--- src/rtl/ldob_pkg.sv ---
package ldob_pkg;
  // Regulator slots inside the bank: 0..5 serve regulators 3..8
  localparam int unsigned NUM_REG = 6;
  localparam int unsigned SLOT_R3 = 0;
  localparam int unsigned SLOT_R4 = 1;
  localparam int unsigned SLOT_R5 = 2;
  localparam int unsigned SLOT_R6 = 3;
  localparam int unsigned SLOT_R7 = 4;
  localparam int unsigned SLOT_R8 = 5;

  // Control byte addresses
  localparam logic [7:0] OFF_REG3 = 8'h0c;
  localparam logic [7:0] OFF_REG5 = 8'h0d;
  localparam logic [7:0] OFF_REG7 = 8'h0e;
  localparam logic [7:0] OFF_REG4 = 8'h10;
  localparam logic [7:0] OFF_REG6 = 8'h11;
  localparam logic [7:0] OFF_REG8 = 8'h12;

  // Field layout of a control byte
  localparam int unsigned CODE_W   = 5;
  localparam int unsigned BIT_ON   = 5;
  localparam int unsigned BIT_OK   = 6;
  localparam int unsigned BIT_DIS  = 7;
  localparam int unsigned BAND_LSB = 3;

  // Values after reset
  localparam logic [4:0] RST_CODE = 5'h00;
  localparam logic       RST_ON   = 1'b0;
  localparam logic       RST_DIS  = 1'b0;

  // Voltage code: band base and step, in millivolts
  localparam int unsigned MV_W = 12;
  localparam logic [11:0] BAND0_BASE_MV = 12'h578;
  localparam logic [11:0] BAND1_BASE_MV = 12'h866;
  localparam logic [11:0] BAND2_BASE_MV = 12'h9f6;
  localparam logic [11:0] BAND3_BASE_MV = 12'hbb8;
  localparam logic [11:0] STEP_WIDE_MV  = 12'h064;
  localparam logic [11:0] STEP_FINE_MV  = 12'h032;
endpackage : ldob_pkg

--- src/rtl/ldob_vdecode.sv ---
`timescale 1ns/1ns
module ldob_vdecode
  import ldob_pkg::*;
(
  // Clock and reset
  input  wire logic                      ref_clk,
  input  wire logic                      rst,
  input  wire logic                      clk_en,
  // Code in, millivolts out
  input  wire logic [ldob_pkg::CODE_W-1:0] code,
  output logic      [ldob_pkg::MV_W-1:0]   target_mv
);
  import ldob_pkg::*;

  logic [MV_W-1:0] target_mv_ff;
  logic [MV_W-1:0] nxt_target_mv;
  logic [MV_W-1:0] step;
  logic [MV_W-1:0] base;
  logic [MV_W-1:0] prod;

  always_comb
  begin
    step = MV_W'(code[BAND_LSB-1:0]);
    unique case (code[CODE_W-1:BAND_LSB])
      2'b00:
      begin
        base = BAND0_BASE_MV;
        prod = MV_W'(step * STEP_WIDE_MV);
      end
      2'b01:
      begin
        base = BAND1_BASE_MV;
        prod = MV_W'(step * STEP_FINE_MV);
      end
      2'b10:
      begin
        base = BAND2_BASE_MV;
        prod = MV_W'(step * STEP_FINE_MV);
      end
      2'b11:
      begin
        base = BAND3_BASE_MV;
        prod = MV_W'(step * STEP_WIDE_MV);
      end
    endcase
    nxt_target_mv = target_mv_ff;
    if (clk_en)
    begin
      nxt_target_mv = MV_W'(base + prod);
    end
  end

  always_ff @(posedge ref_clk or posedge rst)
  begin
    if (rst)
    begin
      target_mv_ff <= BAND0_BASE_MV;
    end
    else
    begin
      target_mv_ff <= nxt_target_mv;
    end
  end

  assign target_mv = target_mv_ff;
endmodule : ldob_vdecode

--- src/rtl/ldob_bank.sv ---
`timescale 1ns/1ns
module ldob_bank
  import ldob_pkg::*;
#(
  parameter int unsigned NREG = ldob_pkg::NUM_REG
)
(
  // Clock and reset
  input  wire logic                   ref_clk,
  input  wire logic                   rst,
  input  wire logic                   clk_en,
  // Register port behind the serial interface
  input  wire logic [7:0]             reg_addr,
  input  wire logic                   reg_wr,
  input  wire logic [7:0]             reg_wdata,
  input  wire logic                   reg_rd,
  output logic      [7:0]             reg_rdata,
  output logic                        reg_rvalid,
  // Enable pins and sequencing
  input  wire logic                   startup_done,
  input  wire logic                   oscillator_rail_pin,
  input  wire logic                   rx_rail_pin,
  input  wire logic                   tx_rail_pin,
  input  wire logic                   power_keep_pin,
  // Regulator status, slot 0..5 = regulators 3..8
  input  wire logic [NREG-1:0]        in_regulation,
  // Regulator controls
  output logic      [NREG-1:0]        reg_enable,
  output logic      [NREG-1:0]        discharge_select,
  output logic [NREG-1:0][ldob_pkg::CODE_W-1:0] voltage_code,
  output logic [NREG-1:0][ldob_pkg::MV_W-1:0]   target_mv
);
  import ldob_pkg::*;

  logic [NREG-1:0][CODE_W-1:0] code_ff;
  logic [NREG-1:0][CODE_W-1:0] nxt_code;
  logic [NREG-1:0]             on_ff;
  logic [NREG-1:0]             nxt_on;
  logic [NREG-1:0]             dis_ff;
  logic [NREG-1:0]             nxt_dis;
  logic [NREG-1:0]             ok_ff;
  logic [NREG-1:0]             nxt_ok;
  logic [NREG-1:0]             en_ff;
  logic [NREG-1:0]             nxt_en;
  logic [NREG-1:0]             pin_req;
  logic [7:0]                  rdata_ff;
  logic [7:0]                  nxt_rdata;
  logic                        rvalid_ff;
  logic                        nxt_rvalid;
  logic                        wr_hit;
  logic                        rd_hit;
  logic [2:0]                  wr_slot;
  logic [2:0]                  rd_slot;

  function automatic logic [3:0] slot_of(input logic [7:0] addr);
    unique case (addr)
      OFF_REG3: slot_of = {1'b1, 3'(SLOT_R3)};
      OFF_REG4: slot_of = {1'b1, 3'(SLOT_R4)};
      OFF_REG5: slot_of = {1'b1, 3'(SLOT_R5)};
      OFF_REG6: slot_of = {1'b1, 3'(SLOT_R6)};
      OFF_REG7: slot_of = {1'b1, 3'(SLOT_R7)};
      OFF_REG8: slot_of = {1'b1, 3'(SLOT_R8)};
      default:  slot_of = 4'h0;
    endcase
  endfunction : slot_of

  always_comb
  begin
    {wr_hit, wr_slot} = slot_of(reg_addr);
    {rd_hit, rd_slot} = slot_of(reg_addr);
  end

  // Control bits and codes
  always_comb
  begin
    nxt_code = code_ff;
    nxt_on   = on_ff;
    nxt_dis  = dis_ff;
    if (clk_en && reg_wr && wr_hit)
    begin
      nxt_on[wr_slot]  = reg_wdata[BIT_ON];
      nxt_dis[wr_slot] = reg_wdata[BIT_DIS];
      if (wr_slot != 3'(SLOT_R7))
      begin
        nxt_code[wr_slot] = reg_wdata[CODE_W-1:0];
      end
    end
  end

  always_ff @(posedge ref_clk or posedge rst)
  begin
    if (rst)
    begin
      code_ff <= {NREG{RST_CODE}};
      on_ff   <= {NREG{RST_ON}};
      dis_ff  <= {NREG{RST_DIS}};
    end
    else
    begin
      code_ff <= nxt_code;
      on_ff   <= nxt_on;
      dis_ff  <= nxt_dis;
    end
  end

  always_comb
  begin
    pin_req          = '0;
    pin_req[SLOT_R3] = power_keep_pin;
    pin_req[SLOT_R4] = oscillator_rail_pin;
    pin_req[SLOT_R5] = rx_rail_pin;
    pin_req[SLOT_R6] = tx_rail_pin;
    pin_req[SLOT_R7] = power_keep_pin;
    pin_req[SLOT_R8] = power_keep_pin;
  end

  // Status sampling, enables and read path
  always_comb
  begin
    nxt_ok     = ok_ff;
    nxt_en     = en_ff;
    nxt_rdata  = rdata_ff;
    nxt_rvalid = rvalid_ff;
    if (clk_en)
    begin
      nxt_ok     = in_regulation;
      nxt_en     = on_ff | (pin_req & {NREG{startup_done}});
      nxt_rvalid = reg_rd;
      if (reg_rd)
      begin
        nxt_rdata = 8'h00;
        if (rd_hit)
        begin
          nxt_rdata[BIT_DIS] = dis_ff[rd_slot];
          nxt_rdata[BIT_OK]  = ok_ff[rd_slot];
          nxt_rdata[BIT_ON]  = on_ff[rd_slot];
          nxt_rdata[CODE_W-1:0] = code_ff[rd_slot];
        end
      end
    end
  end

  always_ff @(posedge ref_clk or posedge rst)
  begin
    if (rst)
    begin
      ok_ff     <= '0;
      en_ff     <= '0;
      rdata_ff  <= 8'h00;
      rvalid_ff <= 1'b0;
    end
    else
    begin
      ok_ff     <= nxt_ok;
      en_ff     <= nxt_en;
      rdata_ff  <= nxt_rdata;
      rvalid_ff <= nxt_rvalid;
    end
  end

  for (genvar i = 0; i < NREG; i++)
  begin : g_dec
    ldob_vdecode ldob_vdecode_inst (
      .ref_clk   (ref_clk),
      .rst       (rst),
      .clk_en    (clk_en),
      .code      (code_ff[i]),
      .target_mv (target_mv[i])
    );
  end

  assign reg_rdata        = rdata_ff;
  assign reg_rvalid       = rvalid_ff;
  assign reg_enable       = en_ff;
  assign discharge_select = dis_ff;
  assign voltage_code     = code_ff;

  a_code_write: assert property (
    @(posedge ref_clk) disable iff (rst)
    clk_en && reg_wr && reg_addr == OFF_REG3
      |=> code_ff[SLOT_R3] == $past(reg_wdata[4:0]))
    else $error("code write lost");

  a_on_to_enable: assert property (
    @(posedge ref_clk) disable iff (rst)
    clk_en && reg_wr && reg_addr == OFF_REG4 && reg_wdata[5]
      ##1 clk_en |=> reg_enable[SLOT_R4])
    else $error("enable write did not reach regulator");

  a_ok_readback: assert property (
    @(posedge ref_clk) disable iff (rst)
    clk_en && reg_rd && reg_addr == OFF_REG5
      |=> reg_rvalid && reg_rdata[6] == $past(ok_ff[SLOT_R5]))
    else $error("status bit readback wrong");

  a_dis_write: assert property (
    @(posedge ref_clk) disable iff (rst)
    clk_en && reg_wr && reg_addr == OFF_REG6
      |=> discharge_select[SLOT_R6] == $past(reg_wdata[7]))
    else $error("discharge select not written");

  a_r7_low_zero: assert property (
    @(posedge ref_clk) disable iff (rst)
    clk_en && reg_rd && reg_addr == OFF_REG7 |=> reg_rdata[4:0] == 5'h00)
    else $error("regulator 7 low bits not read-only");

  a_r8_map: assert property (
    @(posedge ref_clk) disable iff (rst)
    clk_en && reg_wr && reg_addr == OFF_REG8
      |=> on_ff[SLOT_R8] == $past(reg_wdata[5])
          && dis_ff[SLOT_R8] == $past(reg_wdata[7]))
    else $error("regulator 8 bits misplaced");

  a_unmapped_zero: assert property (
    @(posedge ref_clk) disable iff (rst)
    clk_en && reg_rd && !rd_hit |=> reg_rdata == 8'h00)
    else $error("unmapped address answered");

  a_band_base: assert property (
    @(posedge ref_clk) disable iff (rst)
    clk_en && code_ff[SLOT_R3] == 5'h1f |=> target_mv[SLOT_R3] == 12'he74)
    else $error("top code not 3.7 V");

  a_pin_gate: assert property (
    @(posedge ref_clk) disable iff (rst)
    clk_en && !startup_done && !on_ff[SLOT_R5] |=> !reg_enable[SLOT_R5])
    else $error("pin acted before start-up");

  a_ok_nowrite: assert property (
    @(posedge ref_clk) disable iff (rst)
    clk_en && !in_regulation[SLOT_R3] ##1 clk_en && reg_rd
      && reg_addr == OFF_REG3 |=> !reg_rdata[6])
    else $error("status bit took host write");
endmodule : ldob_bank

--- config.mk ---
export PLATFORM = sky130hd
export DESIGN_NAME = ldob_bank
export DESIGN_NICKNAME = d
export VERILOG_FILES = /design/src/rtl/ldob_pkg.sv /design/src/rtl/ldob_vdecode.sv /design/src/rtl/ldob_bank.sv
export SDC_FILE = /design/constraint.sdc
export NUM_CORES = 1
export LEC_CHECK = 0
export BUFFER_PORTS_ARGS = -buffer_cell sky130_fd_sc_hd__buf_2
export CAP_MARGIN = 20
export CORE_UTILIZATION = 35
export CTS_BUF_LIST = sky130_fd_sc_hd__clkbuf_8
export DETAILED_ROUTE_END_ITERATION = 6
export PLACE_DENSITY = 0.53
export SETUP_SLACK_MARGIN = 0.02
export SLEW_MARGIN = 20
export SYNTH_ARGS = -nofsm -noshare
export SYNTH_HDL_FRONTEND = slang
export SYNTH_SLANG_ARGS = --single-unit
--- constraint.sdc ---
create_clock -name ref_clk -period 4.5 [get_ports ref_clk]
set_input_delay 0.225 -clock ref_clk [delete_from_list [all_inputs] [get_ports ref_clk]]
set_output_delay 0.225 -clock ref_clk [all_outputs]
set_load 0.005 [all_outputs]
# == Word level (Yosys, flattened, before mapping) ==
# Cells that the tools add are included.
# op_classes
addsub,6
n_mul,12
order_cmp,2
n_eq_ne,25
n_mux,29
n_bitwise,2
reduce_logical,23
# ops
operator,count
case mux 12 bit (4 select lines),6
case mux 12 bit (2 select lines),6
multiplier 3 x 5 -> 8 bit (second input constant),12
adder 12 bit,6
bitwise mux 30 bit,1
equality test 2 bit (second input constant),12
equality test 8 x 4 -> 1 bit (second input constant),3
equality test 8 x 5 -> 1 bit (second input constant),3
case mux 4 bit (6 select lines),1
OR reduction 2 bit,12
binary-select mux 5 bit (select 3 bit),1
demux 5 bit (select 3 bit),1
bitwise mux 6 bit,2
equality test 2 x 1 -> 1 bit (second input constant),6
logical NOT 2 bit,6
2-to-1 mux 5 bit,2
binary-select mux 1 bit (select 3 bit),3
2-to-1 mux 8 bit,1
AND 6 bit,1
bitwise OR 6 bit,1
< comparator 3 x 4 -> 1 bit (second input constant),1
2-to-1 mux 1 bit,4
AND reduction 2 bit,2
demux 1 bit (select 3 bit),1
other kinds (3),5
# word_totals
register_bits,135
in_bits,32
output_inout_bits,123
wordCells,117

# == Logic depth before layout (Yosys ltp) ==
# logic_depth
ltp_word,7
ltp_mapped,13
ltp_nobuf,13

# == By module ==
# From an unflattened synthesis, not the netlist that was laid out.
# unflattened
hier_cells,872
area_unflattened_um2,9080.0
# modules_own_cells
mod,instances,cells_per_inst,area_per_inst_um2,seq_area_each_um2
ldob_vdecode at g_dec[0].ldob_vdecode_inst ...,5,106,1047.3,282.8
ldob_bank,1,227,2776.4,1576.5
ldob_vdecode at g_dec[1].ldob_vdecode_inst,1,115,1067.3,282.8

# == Least setup slack after synthesis ==
# OpenSTA, ideal clock, no wires.
# synth_path
path_type,register to register
startpoint,"reg code_ff, in the netlist voltage_code[13]"
endpoint,reg g_dec[2].ldob_vdecode_inst.target_mv_ff[9]
setup_ns,0.125
arrival_time_ns,3.235
t_required_ns,4.375
slack_ns,1.140
path_stages_with_launch,11
path_buffers,1
synth_period_minus_slack_ns,3.360
cell_sequence,dfrtp_1 -> inv_1 -> ha_1 -> buf_1 -> mux2_2 -> fa_1 -> a21o_1 -> a2111o_1 -> a31o_2 -> xor2_1 -> mux2_2
# synth_between
elab_chain_cells,4
elab_cells_between_ends,9
cone_classes,add/sub: 1; eq/ne: 3; mux: 2; reduce/logical: 3
# synth_rtl
item,line_no,rtl
from (decl),ldob_bank.sv:35,logic [NREG-1:0][CODE_W-1:0] code_ff;
from (signal assigned),ldob_bank.sv:94,code_ff <= {NREG{RST_CODE}};
from (signal assigned),ldob_bank.sv:100,code_ff <= nxt_code;
equality test 2 bit (tied with other cells),ldob_vdecode.sv:24,unique case (code[CODE_W-1:BAND_LSB])
OR reduction 2 bit (no line),n/a,
case mux 12 bit (2 select lines),ldob_vdecode.sv:24,
adder 12 bit *,ldob_vdecode.sv:49,nxt_target_mv = MV_W'(base + prod);
to (signal assigned),ldob_vdecode.sv:61,target_mv_ff <= nxt_target_mv;
to (decl),ldob_vdecode.sv:15,logic [MV_W-1:0] target_mv_ff;
# Mark *: on every way between the ends. The rest lies on a longest branch, timed or not. The select of a mux whose other input is x is not followed.
# A chain may end at the register's enable or synchronous reset.

# == Final worst setup path ==
# layout_path
startpoint,"reg code_ff, in the netlist voltage_code[14]"
endpoint,reg g_dec[2].ldob_vdecode_inst.target_mv_ff[9]
# Same word-level chain as after synthesis.

==> results.cfg <==
[outcome]
status = finished clean

[detailed_routing]
via_per_inst = 4.98
ant_nets = 0
via_count = 6668
drtIter0Drc = 351
wire_per_inst_um = 16.6
drt-pass1-iter-count = 4
wirelength_mm = 22.2
drc = 0

[setup_path]
critical_path_class = reg -> reg
crit_path_start_kind = flip-flop
end_kind = flip-flop
crit_fanout = 15
r2r_slack_ns = 1.05
required_ns = 4.83
regToRegEndpoint = g_dec[2].ldob_vdecode_inst.target_mv[9]$_DFFE_PP0P_
r2r.worst_path.cells = 9
worstReg2RegStart = voltage_code[14]$_DFFE_PP0P_
cp.arrival_ns = 3.78

[timing]
fin_tns_setup_ns = 0
finalCritPeriodShare_pct = 76.7
finalCriticalPeriod_ns = 3.45
holdWs_ns = 0.0807
fmax_ghz = 0.290
finalSetupViolations = 0
worst_pin_slew_ns = 0.932
hold_violations = 0
rsz0062_at_grt = no
slew_viol_final = 0
relSlewSlack_pct = 37.8
skew_ns = 0.0104

[synthesis]
synthArstFlopShare_pct = 100
synth_seq_cells = 129
yosys.area.top_type = dfrtp_1
syn_area_per_cell_um2 = 10.3
postSynthCellCount = 854
ys.flop_type = dfrtp_1
synth.most_common_cell = ha_1
yosys_warnings = 0
ys_types = 55
post-synth-top-area-fraction_pct = 26.4
netlist_area_um2 = 8820
ys_top_cells_by_area = dfrtp_1 (26%), ha_1 (15%), mux2_2 (13%), dfstp_2 (11%), xnor2_1 (2.7%)
yosysSeqAreaShare_pct = 37.1
synth-edff-count = 0
synth_common_cells = ha_1 (103), mux2_2 (100), dfrtp_1 (93), nor2_1 (60), nand2_1 (57)

[clock_network]
cts_tree = done
cts_sinks = 129
cts_max_level = 4
clkTransAtPathRegs_ns = 0.08
cts_buffers = 17
clock_latency_ns = 0.44
cts_root_buffer = clkbuf_8
cts_resized = 0
ctsLongestPathBuffers = 2

[die]
die_width_um = 161
dieArea_um2 = 25900
row_count = 57
fp.dieH_um = 161
core_area_um2 = 24500
start_util_pct = 36.0
ios = 155

[cells_and_area]
drive_gt1_share_pct = 34.5
nFillCells = 2481
syn2layout_area_growth_pct = 16.4
final_nets = 1141

[grt]
grt_max_degree = 97
grt_pass1_vias = 6630
grt_overflow = 0
grt_pass1_wl_mm = 35.9
antenna_found_initial = 2
grt.total_usage_pct = 17.7

[worst_hold_path]
hold_class = in -> reg
holdPathEnd = reg_enable[1]$_DFFE_PP0P_
worstHoldStart = oscillator_rail_pin
worstHoldPathCells = 3

[place]
dp_hpwl_mm = 16.5
place_congestion = 0.784
portBuffers = 147

[power_and_ir_drop]
p_per_area_nw_per_um2 = 279
peakVddDrop_v = 0.000144
p_leak_nw = 5.20
power_mw = 2.86

[flow_run]
drv_cap = 0
[layout make-up]
class | count | area, um^2 | share of cell area, %
Timing Repair Buffer | 157 | 831 | 8.09
Clock inverter | 15 | 123 | 1.19
Sequential cell | 129 | 3270 | 31.9
Clock buffer | 17 | 234 | 2.28
Tap cell | 324 | 405 | 3.95
Inverter | 54 | 208 | 2.02
Multi-Input combinational cell | 641 | 5190 | 50.6
Antenna cell | 1 | 2.50 | 0.0244
[cell families after synthesis]
group / Yosys count / share of synthesized area [%]
compound gates: 192 / 14.7
fa+ha+maj: 109 / 16.0
xor+xnor: 39 / 3.87
flops: 129 / 37.1
mux: 111 / 14.2
simple gates: 184 / 9.78
other cells: 1 / 0.0425
buf+inv: 89 / 4.27
[report_power, final]
part / total (mW) / switching, mW / internal [mW]
clock: 0.934 / 0.505 / 0.430
combinational: 0.584 / 0.297 / 0.287
sequential: 1.35 / 0.0586 / 1.29
[routing by layer]
| layer | wire, um | GRT usage [%] | part of all wire (%) |
|---|---|---|---|
| met1 | 10900 | 24.4 | 49 |
| met2 | 10100 | 28.0 | 46 |
| met3 | 1060 | 4.60 | 4.8 |
| met4 | 134 | 3.73 | 0.60 |
| met5 | 0 | 0 | 0 |
[state kept, by name (all words and copies together) (netlist names)]
| register | cells |
|---|---|
| voltage_code | 30 |
| discharge_select | 6 |
| reg_rvalid | 1 |
| g_dec.ldob_vdecode_inst.target_mv | 66 |
| reg_enable | 6 |
| reg_rdata | 8 |
| on_ff | 6 |
| ok_ff | 6 |
[critical path, stage by stage, from the launching register on]
cell and delay (ns):
dfrtp_1 0.44, inv_1 0.12, ha_1 0.62, mux2_2 0.42, fa_1 0.44, a21o_1 0.23
a2111o_1 0.43, a31o_2 0.25, xor2_1 0.13, mux2_2 0.25
[metrics by stage]
step                      worst slack (ns)  utilization [%]  cells  instance area [um^2]
after floorplan                      0.894                -    859                  8840
after global routing                 0.866             41.9   1337                 10300
after global placement                1.09             40.1   1298                  9840
after detailed placement              1.07             40.1   1298                  9840
after CTS                             1.04             41.9   1337                 10300
final                                 1.05             41.9   1338                 10300
[worst max-delay path by stage]
stage	from	end	slack, ns
floorplan	rst	discharge_select[0]$_DFFE_PP0P_	0.89
global placement	voltage_code[13]$_DFFE_PP0P_	g_dec[2].ldob_vdecode_inst.target_mv[9]$_DFFE_PP0P_	1.09
detailed placement	voltage_code[14]$_DFFE_PP0P_	g_dec[2].ldob_vdecode_inst.target_mv[9]$_DFFE_PP0P_	1.07
CTS	voltage_code[13]$_DFFE_PP0P_	g_dec[2].ldob_vdecode_inst.target_mv[9]$_DFFE_PP0P_	1.04
global route	voltage_code[23]$_DFFE_PP0P_	g_dec[4].ldob_vdecode_inst.target_mv[9]$_DFFE_PP0P_	0.87
finish	voltage_code[14]$_DFFE_PP0P_	g_dec[2].ldob_vdecode_inst.target_mv[9]$_DFFE_PP0P_	1.05
[cells in the final DEF (no fill, tap or decap), types with 4 or more instances in the layout]
cell type      Yosys  final
mux2i_1            7      7
fa_1               6      6
a31oi_1           23     23
clkinv_2           0      5
nand3b_1           4      4
dlygate4sd3_1      0      7
o21a_1             4      4
mux2_2           100    100
nand2_1           57     57
mux2_4             4      4
a21o_1            22     22
xor2_1            12     12
a211o_1            5      5
a2111o_1           5      5
clkbuf_8           0     17
a211oi_1          17     17
a31o_2             4      4
and2_1             6      6
o21ai_0           37     37
dfstp_2           36     36
ha_1             103    103
nor2_1            60     60
inv_1             54     54
a32o_1             5      5
nand3_1            8      8
o211ai_1          12     12
buf_4              6      4
dfrtp_1           93     93
nand2b_1           4      4
o221ai_1           4      4
o2bb2ai_1          6      6
clkinvlp_4         0      5
nor2b_1            5      5
xnor2_1           27     27
a21oi_1           36     36
or2_2             17     17
buf_2              4    146
or3_1             10     10
conb_1             1      6
[timing repair]
item,in CTS,in global routing
endpoints found under the hold margin,11,0
hold buffers,7,0
setup endpoints to repair,0,0
buffers inserted,0,0
(Power assumes the default switching activity.)
